$ cat config.mk
export PLATFORM = sky130hd
export DESIGN_NAME = dec_skip_goto_exec
export DESIGN_NICKNAME = d
export VERILOG_FILES = /design/src/hw/dskip_pkg.sv /design/src/hw/q_phase_gen.sv /design/src/hw/dec_skip_unit.sv /design/src/hw/dec_skip_goto_exec.sv
export VERILOG_INCLUDE_DIRS = /design/src /design/src/hw
export SDC_FILE = /design/constraint.sdc
export NUM_CORES = 1
export LEC_CHECK = 0
export BUFFER_PORTS_ARGS = -buffer_cell sky130_fd_sc_hd__buf_2
export CAP_MARGIN = 30
export CORE_MARGIN = 2
export CORE_UTILIZATION = 40
export DETAILED_ROUTE_END_ITERATION = 10
export PLACE_DENSITY = 0.65
export SLEW_MARGIN = 20
export SYNTH_ARGS = -nofsm -noshare
export SYNTH_HDL_FRONTEND = slang
export SYNTH_SLANG_ARGS = --single-unit
$ cat constraint.sdc
create_clock -name i_clk -period 2.7 [get_ports i_clk]
set_input_delay 0.54 -clock i_clk [delete_from_list [all_inputs] [get_ports i_clk]]
set_output_delay 0.54 -clock i_clk [all_outputs]
set_load 0.01 [all_outputs]
$ cat src/hw/dskip_map.svh
`ifndef DSKIP_MAP_SVH
`define DSKIP_MAP_SVH

// instruction word fields
`define DS_OPC_HI      15
`define DS_OPC_LO      9
`define DS_OPC_DSZ     7'h0b
`define DS_OPC_DSNZ    7'h13
`define DS_GOTO_HI     15
`define DS_GOTO_LO     13
`define DS_OPC_GOTO    3'h6
`define DS_DIR_BIT     8
`define DS_ADDR_HI     7
`define DS_ADDR_LO     0
`define DS_K_HI        12
`define DS_K_LO        0
`define DS_K_UP_HI     12
`define DS_K_UP_LO     8
`define DS_PAGE_HI     15
`define DS_PAGE_LO     13

// destination select values of the direction bit
`define DS_DEST_WORKING_REGISTER   1'h0
`define DS_DEST_FILE   1'h1

// arithmetic constants
`define DS_ONE         8'h01
`define DS_ZERO        8'h00

// four-phase instruction cycle
`define DS_PH_Q1       2'h0
`define DS_PH_Q2       2'h1
`define DS_PH_Q3       2'h2
`define DS_PH_Q4       2'h3
`define DS_PH_STEP     2'h1

// reset values
`define DS_RST_BYTE    8'h00
`define DS_RST_WORD    16'h0000
`define DS_RST_PH      2'h0

`endif

$ cat src/hw/dskip_pkg.sv
package dskip_pkg;

  typedef enum logic [1:0] {
    OP_NONE,
    OP_DSZ,
    OP_DSNZ,
    OP_GOTO
  } op_kind_t;

  typedef enum logic [1:0] {
    ST_IDLE,
    ST_EXEC,
    ST_NOP
  } seq_state_t;

endpackage

$ cat src/hw/q_phase_gen.sv
`timescale 1ns/1ps
`default_nettype none
`include "dskip_map.svh"

module q_phase_gen (
  input  wire logic       i_clk,
  input  wire logic       i_reset,
  output logic      [1:0] o_phase,
  output logic            o_q1,
  output logic            o_q2,
  output logic            o_q3,
  output logic            o_q4
);

  logic [1:0] phase_reg;
  logic [1:0] phase_next;

  assign phase_next = phase_reg + `DS_PH_STEP;

  always_ff @(posedge i_clk) begin
    if (i_reset) begin
      phase_reg <= `DS_RST_PH;
    end else begin
      phase_reg <= phase_next;
    end
  end

  assign o_phase = phase_reg;
  assign o_q1    = (phase_reg == `DS_PH_Q1);
  assign o_q2    = (phase_reg == `DS_PH_Q2);
  assign o_q3    = (phase_reg == `DS_PH_Q3);
  assign o_q4    = (phase_reg == `DS_PH_Q4);

endmodule // q_phase_gen
`default_nettype wire

$ cat src/hw/dec_skip_unit.sv
`timescale 1ns/1ps
`default_nettype none
`include "dskip_map.svh"

module dec_skip_unit
  import dskip_pkg::*;
(
  input  wire logic  [15:0] i_instr,
  input  wire logic  [7:0]  i_operand,
  output var op_kind_t      o_kind,
  output logic              o_dest_file,
  output logic       [7:0]  o_addr,
  output logic       [7:0]  o_result,
  output logic              o_skip
);

  wire [6:0] opc_hi   = i_instr[`DS_OPC_HI:`DS_OPC_LO];
  wire [2:0] opc_goto = i_instr[`DS_GOTO_HI:`DS_GOTO_LO];
  wire       is_dsz   = (opc_hi == `DS_OPC_DSZ);
  wire       is_dsnz  = (opc_hi == `DS_OPC_DSNZ);
  wire       is_goto  = (opc_goto == `DS_OPC_GOTO);
  wire       zero_res;

  assign o_kind = is_dsz  ? OP_DSZ  :
                  is_dsnz ? OP_DSNZ :
                  is_goto ? OP_GOTO : OP_NONE;

  assign o_dest_file = i_instr[`DS_DIR_BIT];               // [RULE4]
  assign o_addr      = i_instr[`DS_ADDR_HI:`DS_ADDR_LO];   // [RULE11]
  // 8-bit difference wraps 0x00 to 0xff by construction
  assign o_result    = i_operand - `DS_ONE;                // [RULE3] [RULE11]
  assign zero_res    = (o_result == `DS_ZERO);
  assign o_skip      = (is_dsz && zero_res)                // [RULE1] [RULE2]
                    || (is_dsnz && !zero_res);             // [RULE5]

endmodule // dec_skip_unit
`default_nettype wire

$ cat src/hw/dec_skip_goto_exec.sv
`timescale 1ns/1ps
`default_nettype none
`include "dskip_map.svh"

// What this block does
// (RULE1) skip-on-zero: decrement, skip next when zero
// (RULE2) skip-on-zero nonzero result: run next instruction
// (RULE3) skip-on-nonzero: read, decrement, write destination
// (RULE4) direction 0 to working register, 1 file
// (RULE5) skip-on-nonzero: discard next when result nonzero
// (RULE6) taken skip adds one forced no-op cycle
// (RULE7) branch loads 13-bit target into pc 12:0
// (RULE8) pc upper eight bits copied into high latch
// (RULE9) branch always two cycles, second forced no-op
// (RULE10) branch target 0..8191 within current page
// (RULE11) decrement wraps mod 256, address low byte
module dec_skip_goto_exec
  import dskip_pkg::*;
(
  input  wire logic        i_clk,
  input  wire logic        i_reset,
  input  wire logic        i_instr_valid,
  input  wire logic [15:0] i_instr,
  input  wire logic [15:0] i_pc,
  input  wire logic [7:0]  i_rf_rdata,
  output logic             o_ready,
  output logic             o_busy,
  output logic      [1:0]  o_phase,
  output logic             o_rf_re,
  output logic      [7:0]  o_rf_raddr,
  output logic             o_rf_we,
  output logic      [7:0]  o_rf_waddr,
  output logic      [7:0]  o_rf_wdata,
  output logic             o_working_register_we,
  output logic      [7:0]  o_working_register_data,
  output logic             o_pc_we,
  output logic      [15:0] o_pc_data,
  output logic             o_pc_high_latch_we,
  output logic      [7:0]  o_pc_high_latch_data,
  output logic             o_discard,
  output logic             o_forced_nop
);

  // phase timing
  logic       q1;
  logic       q2;
  logic       q3;
  logic       q4;
  logic [1:0] phase;

  q_phase_gen u_phase (
    .i_clk   (i_clk),
    .i_reset (i_reset),
    .o_phase (phase),
    .o_q1    (q1),
    .o_q2    (q2),
    .o_q3    (q3),
    .o_q4    (q4)
  );

  assign o_phase = phase;

  // sequencer state
  seq_state_t  state_reg;
  seq_state_t  state_next;
  logic [15:0] instr_reg;
  logic [7:0]  operand_reg;
  logic [15:0] page_pc_reg;

  // decode of the incoming word, used to claim it and to set the read request and address
  op_kind_t    in_kind;
  logic        in_dest;
  logic [7:0]  in_addr;
  logic [7:0]  in_result;
  logic        in_skip;

  dec_skip_unit u_in_dec (
    .i_instr     (i_instr),
    .i_operand   (`DS_ZERO),
    .o_kind      (in_kind),
    .o_dest_file (in_dest),
    .o_addr      (in_addr),
    .o_result    (in_result),
    .o_skip      (in_skip)
  );

  // decode and decrement of the held word
  op_kind_t    ex_kind;
  logic        ex_dest_file;
  logic [7:0]  ex_addr;
  logic [7:0]  ex_result;
  logic        ex_skip;

  dec_skip_unit u_ex_dec (
    .i_instr     (instr_reg),
    .i_operand   (operand_reg),
    .o_kind      (ex_kind),
    .o_dest_file (ex_dest_file),
    .o_addr      (ex_addr),
    .o_result    (ex_result),
    .o_skip      (ex_skip)
  );

  // decode and selection
  wire in_claim    = (in_kind != OP_NONE);
  wire take        = q1 && (state_reg == ST_IDLE) && i_instr_valid && in_claim;
  wire ex_is_goto  = (ex_kind == OP_GOTO);
  wire ex_is_dec   = (ex_kind == OP_DSZ) || (ex_kind == OP_DSNZ);
  wire exec_q2     = (state_reg == ST_EXEC) && q2;
  wire exec_q3     = (state_reg == ST_EXEC) && q3;
  wire exec_q4     = (state_reg == ST_EXEC) && q4;
  wire nop_q4      = (state_reg == ST_NOP) && q4;
  // a branch always flushes; a decrement only when its test fires
  wire need_nop    = ex_is_goto || (ex_is_dec && ex_skip);           // [RULE6] [RULE9]
  wire wr_file     = ex_is_dec && (ex_dest_file == `DS_DEST_FILE);    // [RULE4]
  wire wr_working_register     = ex_is_dec && (ex_dest_file == `DS_DEST_WORKING_REGISTER);    // [RULE4]

  // branch target: only bits 12:0 replaced, page bits kept
  wire [12:0] k_val      = instr_reg[`DS_K_HI:`DS_K_LO];             // [RULE10]
  wire [2:0]  page_bits  = page_pc_reg[`DS_PAGE_HI:`DS_PAGE_LO];
  wire [15:0] goto_pc    = {page_bits, k_val};                       // [RULE7]
  wire [7:0]  goto_lath  = {page_bits,                               // [RULE8]
                            goto_pc[`DS_K_UP_HI:`DS_K_UP_LO]};

  // next state
  always_comb begin
    state_next = state_reg;
    case (state_reg)
      ST_IDLE: begin
        if (take) begin
          state_next = ST_EXEC;
        end
      end
      ST_EXEC: begin
        if (q4) begin
          state_next = need_nop ? ST_NOP : ST_IDLE;                 // [RULE6] [RULE9]
        end
      end
      ST_NOP: begin
        if (q4) begin
          state_next = ST_IDLE;
        end
      end
      default: begin
        state_next = ST_IDLE;
      end
    endcase
  end

  always_ff @(posedge i_clk) begin
    if (i_reset) begin
      state_reg <= ST_IDLE;
    end else begin
      state_reg <= state_next;
    end
  end

  // capture word and page at decode
  always_ff @(posedge i_clk) begin
    if (i_reset) begin
      instr_reg   <= `DS_RST_WORD;
      page_pc_reg <= `DS_RST_WORD;
    end else if (take) begin
      instr_reg   <= i_instr;
      page_pc_reg <= i_pc;
    end
  end

  // operand sampled at the end of the read phase
  always_ff @(posedge i_clk) begin
    if (i_reset) begin
      operand_reg <= `DS_RST_BYTE;
    end else if (exec_q2 && ex_is_dec) begin
      operand_reg <= i_rf_rdata;                                     // [RULE3]
    end
  end

  // register file read request during the read phase
  always_ff @(posedge i_clk) begin
    if (i_reset) begin
      o_rf_re    <= 1'b0;
      o_rf_raddr <= `DS_RST_BYTE;
    end else begin
      o_rf_re    <= take && (in_kind != OP_GOTO);
      if (take) begin
        o_rf_raddr <= in_addr;                                       // [RULE11]
      end
    end
  end

  // destination writes land in q4
  always_ff @(posedge i_clk) begin
    if (i_reset) begin
      o_rf_we    <= 1'b0;
      o_rf_waddr <= `DS_RST_BYTE;
      o_rf_wdata <= `DS_RST_BYTE;
    end else begin
      o_rf_we <= exec_q3 && wr_file;                                 // [RULE4]
      if (exec_q3 && wr_file) begin
        o_rf_waddr <= ex_addr;
        o_rf_wdata <= ex_result;                                     // [RULE3]
      end
    end
  end

  always_ff @(posedge i_clk) begin
    if (i_reset) begin
      o_working_register_we   <= 1'b0;
      o_working_register_data <= `DS_RST_BYTE;
    end else begin
      o_working_register_we <= exec_q3 && wr_working_register;                               // [RULE4]
      if (exec_q3 && wr_working_register) begin
        o_working_register_data <= ex_result;                                    // [RULE3]
      end
    end
  end

  // branch updates pc and its high latch together
  always_ff @(posedge i_clk) begin
    if (i_reset) begin
      o_pc_we       <= 1'b0;
      o_pc_data     <= `DS_RST_WORD;
      o_pc_high_latch_we   <= 1'b0;
      o_pc_high_latch_data <= `DS_RST_BYTE;
    end else begin
      o_pc_we     <= exec_q3 && ex_is_goto;                          // [RULE7]
      o_pc_high_latch_we <= exec_q3 && ex_is_goto;                          // [RULE8]
      if (exec_q3 && ex_is_goto) begin
        o_pc_data     <= goto_pc;                                    // [RULE7] [RULE10]
        o_pc_high_latch_data <= goto_lath;                                  // [RULE8]
      end
    end
  end

  // discard tells the fetch stage to drop the prefetched word
  always_ff @(posedge i_clk) begin
    if (i_reset) begin
      o_discard <= 1'b0;
    end else begin
      o_discard <= exec_q3 && need_nop;                              // [RULE1] [RULE5] [RULE9]
    end
  end

  // forced no-op spans one whole instruction cycle
  always_ff @(posedge i_clk) begin
    if (i_reset) begin
      o_forced_nop <= 1'b0;
    end else if (exec_q4 && need_nop) begin
      o_forced_nop <= 1'b1;                                          // [RULE6] [RULE9]
    end else if (nop_q4) begin
      o_forced_nop <= 1'b0;
    end
  end

  // status toward the fetch stage
  always_ff @(posedge i_clk) begin
    if (i_reset) begin
      o_busy  <= 1'b0;
      o_ready <= 1'b1;
    end else begin
      o_busy  <= (state_next != ST_IDLE);
      o_ready <= (state_next == ST_IDLE);                            // [RULE2]
    end
  end

endmodule // dec_skip_goto_exec
`default_nettype wire

==> results.yml <==
status:
  status: "complete, no violations"
synth:
  top_area_cell_type_share_of_the_netlist_area_pct: 48.7
  ys_async_sr_fraction_pct: 0
  syn-mean-instance-area_um2: 8.83
  syn-num-nets: 418
  synth_largest_area_cell: "sky130_fd_sc_hd__dfxtp_1"
  synth_commonest_cells: "79 x sky130_fd_sc_hd__dfxtp_1, 68 x sky130_fd_sc_hd__nand2_1, 42 x sky130_fd_sc_hd__nor2_1"
  ys_dominant_reg_cell: "sky130_fd_sc_hd__dfxtp_1"
  number_of_instances_in_the_synthesized_netlist: 368
  synth_area_leaders: "sky130_fd_sc_hd__dfxtp_1 49%, sky130_fd_sc_hd__nand2_1 7.9%, sky130_fd_sc_hd__mux2i_1 5.9%, sky130_fd_sc_hd__a21oi_1 5.5%, sky130_fd_sc_hd__nor2_1 4.8%"
  synth_enable_flop_cells: 0
  syn-cell-area_mm2: 0.00325
  synthDistinctLibCells: 43
  synth_sequential_area_ratio_pct: 48.7
  ys.warnings.count: 0
  ys_ff_latch: 79
  yosysMostFrequentCell: "sky130_fd_sc_hd__dfxtp_1"
sta:
  fmax_ghz: 0.428
  grt_setup_unrepaired: "false"
  skew_ps: 6.99
  timing.setup.tns_ps: 0
  setup_violators_final: 0
  finalCritPeriodShare_pct: 86.6
  hold_violations: 0
  setup_ws_ps: 363
  worstMarginPinSlew_ps: 698
  final_max_slew_viols: 0
  fin_crit_ps: 2340
  timing.slew.headroom_pct: 53.5
floorplanning:
  rows: 32
  core_area_mm2: 0.00781
  boundaryPins: 110
  die_w_um: 94.1
  floorplan.die_area_mm2: 0.00886
  initial_core_util_pct: 41.6
  floorplan.die.height_um: 94.1
finish:
  layout-drive-gt1-share_pct: 28.3
  fill_cell_total_of_the_finished_layout: 802
  final_core_util_pct: 50.2
  diodes: 0
  finish.net_count: 497
  layout-area-overhead-vs-synth_pct: 20.6
worst_setup_path:
  cpLargestDelayFamily: "compound AO/OA/AOI/OAI gates"
  cp_max_fo: 5
  max_stage_delay_ps: 390
  setup.worst_path.start_class: "flop"
  critPathRequiredTime_ps: 2930
  setup.worst_path.end_class: "flop"
  worstPathCellList: "nor4b_1, and2_1, nand2_1, a21oi_1, ha_1, nand3_1, o21a_1, a311o_2, o311a_1"
  cp_num_buf_inv: 0
  worst_path_max_delay_cell: "sky130_fd_sc_hd__a311o_2"
  setup.worst_path.class: "flop to flop"
  worst_ep_arrival_time_ps: 2570
power_and_ir_drop:
  cellLeakagePower_uw: 0.00162
  power_density_mw_per_mm2: 549
  ir_worst_vdd_uv: 229
routing:
  wl_um: 7110
  vias_post_dr: 2736
  drt-initial-drc-count: 66
  drcViolationCount: 0
  postRouteAntennaNets: 0
  post_drt_wl_per_cell_um: 12.8
  drt-pass1-iter-count: 4
  avgViaCountPerCell: 4.94
clocking:
  clock_tree.htree_level_count: 3
  cts_hold_buffers: 0
  clk_root_buffer_cell: "sky130_fd_sc_hd__clkbuf_8"
  clk_path_buf_depth: 2
  cts_bufs_inserted: 9
  tritoncts: "built"
  tritoncts_sink_count: 79
  clk_pin_slew_worst_paths_ps: 90
  post_cts_resize_count: 0
  cts.repair_timing.setup_buffer_count: 0
  worst_skew_pair_latency_ps: 340
placed_design:
  dp_hpwl_um: 5120
  place_worst_setup_slack_ps: 359
  buffers_on_ports: 96
  gpl.final_weighted_congestion: 0.778
global_route:
  global_route.usage.total_pct: 16.5
  grt_pass1_wl_um: 11400
  grt_start_max_net_pins: 41
  number_of_global_route_vias_before_repair: 2507
  grt-ovfl-total: 0
  antenna_found_initial: 1
job:
  maxCapViolations: 0
min_path:
  hold_class: "primary input to flop"
logic make-up after synthesis:
group	Yosys count	share of synthesized area, %
simple gates	148	21.6
buf+inv	45	7.39
flops	79	48.7
compound gates	65	12.5
mux	19	5.85
fa+ha+maj	7	2.69
xor+xnor	5	1.35
layout make-up:
class | count | area [um^2] | area share (%)
multi-input combinational | 244 | 1440 | 36.8
timing repair buffer | 103 | 533 | 13.6
inverter | 10 | 37.5 | 0.958
tap | 102 | 128 | 3.26
clock buffer | 11 | 141 | 3.61
clock inverter | 5 | 56.3 | 1.44
sequential | 79 | 1580 | 40.3
layer usage:
layer | up-vias | track usage (%) | wire, um | part of all wire [%]
li1 | 1387 | - | - | -
met1 | 1274 | 20.5 | 3240 | 46
met2 | 58 | 26.4 | 3330 | 47
met3 | 15 | 4.82 | 369 | 5.2
met4 | 2 | 7.73 | 157 | 2.2
met5 | - | 0 | 7 | 0.098
per-stage QoR:
| step | std cells | power, uW | hold WS, ps | area [um^2] |
|---|---|---|---|---|
| 6_report | 554 | 2150 | 428 | 3920 |
| 5_1_grt | 554 | 2240 | 414 | 3920 |
| 4_1_cts | 554 | 2180 | 409 | 3920 |
| 3_5_place_dp | 538 | 1300 | 445 | 3720 |
| 3_3_place_gp | 538 | 1300 | 441 | 3720 |
| 2_1_floorplan | 368 | 1260 | 431 | 3250 |
report_power, final:
group	total, uW	internal (uW)	switching, uW
Sequential	1180	1170	8.50
Clock	882	453	429
Combinational	87.2	37.2	50.0
Total	2150	1660	487
tightest hold or removal path, stage by stage:
cell and delay, ps:
sky130_fd_sc_hd__buf_2 80, sky130_fd_sc_hd__mux2i_1 50, sky130_fd_sc_hd__nor2_1 70
worst paths after layout:
check / startpoint / end / slack (ps) / cells after the start
worst max-delay path: instr_reg[11] / o_ready / 360 / 9
worst min-delay path: i_instr[7] / instr_reg[7] / 430 / 3
worst max register to register: instr_reg[11] / o_ready / 360 / 9
worst min register to register: o_pc_data[0] / o_pc_data[0] / 450 / 2
layout by cell type (no fill, tap or decap), drive strengths merged, types with 2 or more instances in the layout:
cell type  instances
buf              103
dfxtp             79
nand2             68
nor2              43
a21oi             37
mux2i             19
a211oi            16
inv               11
clkbuf            11
ha                 7
nand3              6
nand3b             4
nor4b              4
or3                4
nor2b              3
xnor2              3
o311ai             3
and3               3
nor3               3
and3b              2
nand4              2
xor2               2
nand2b             2
clkinv             2
o21ai              2
nor4               2
Power figures use the tool's default switching activity.
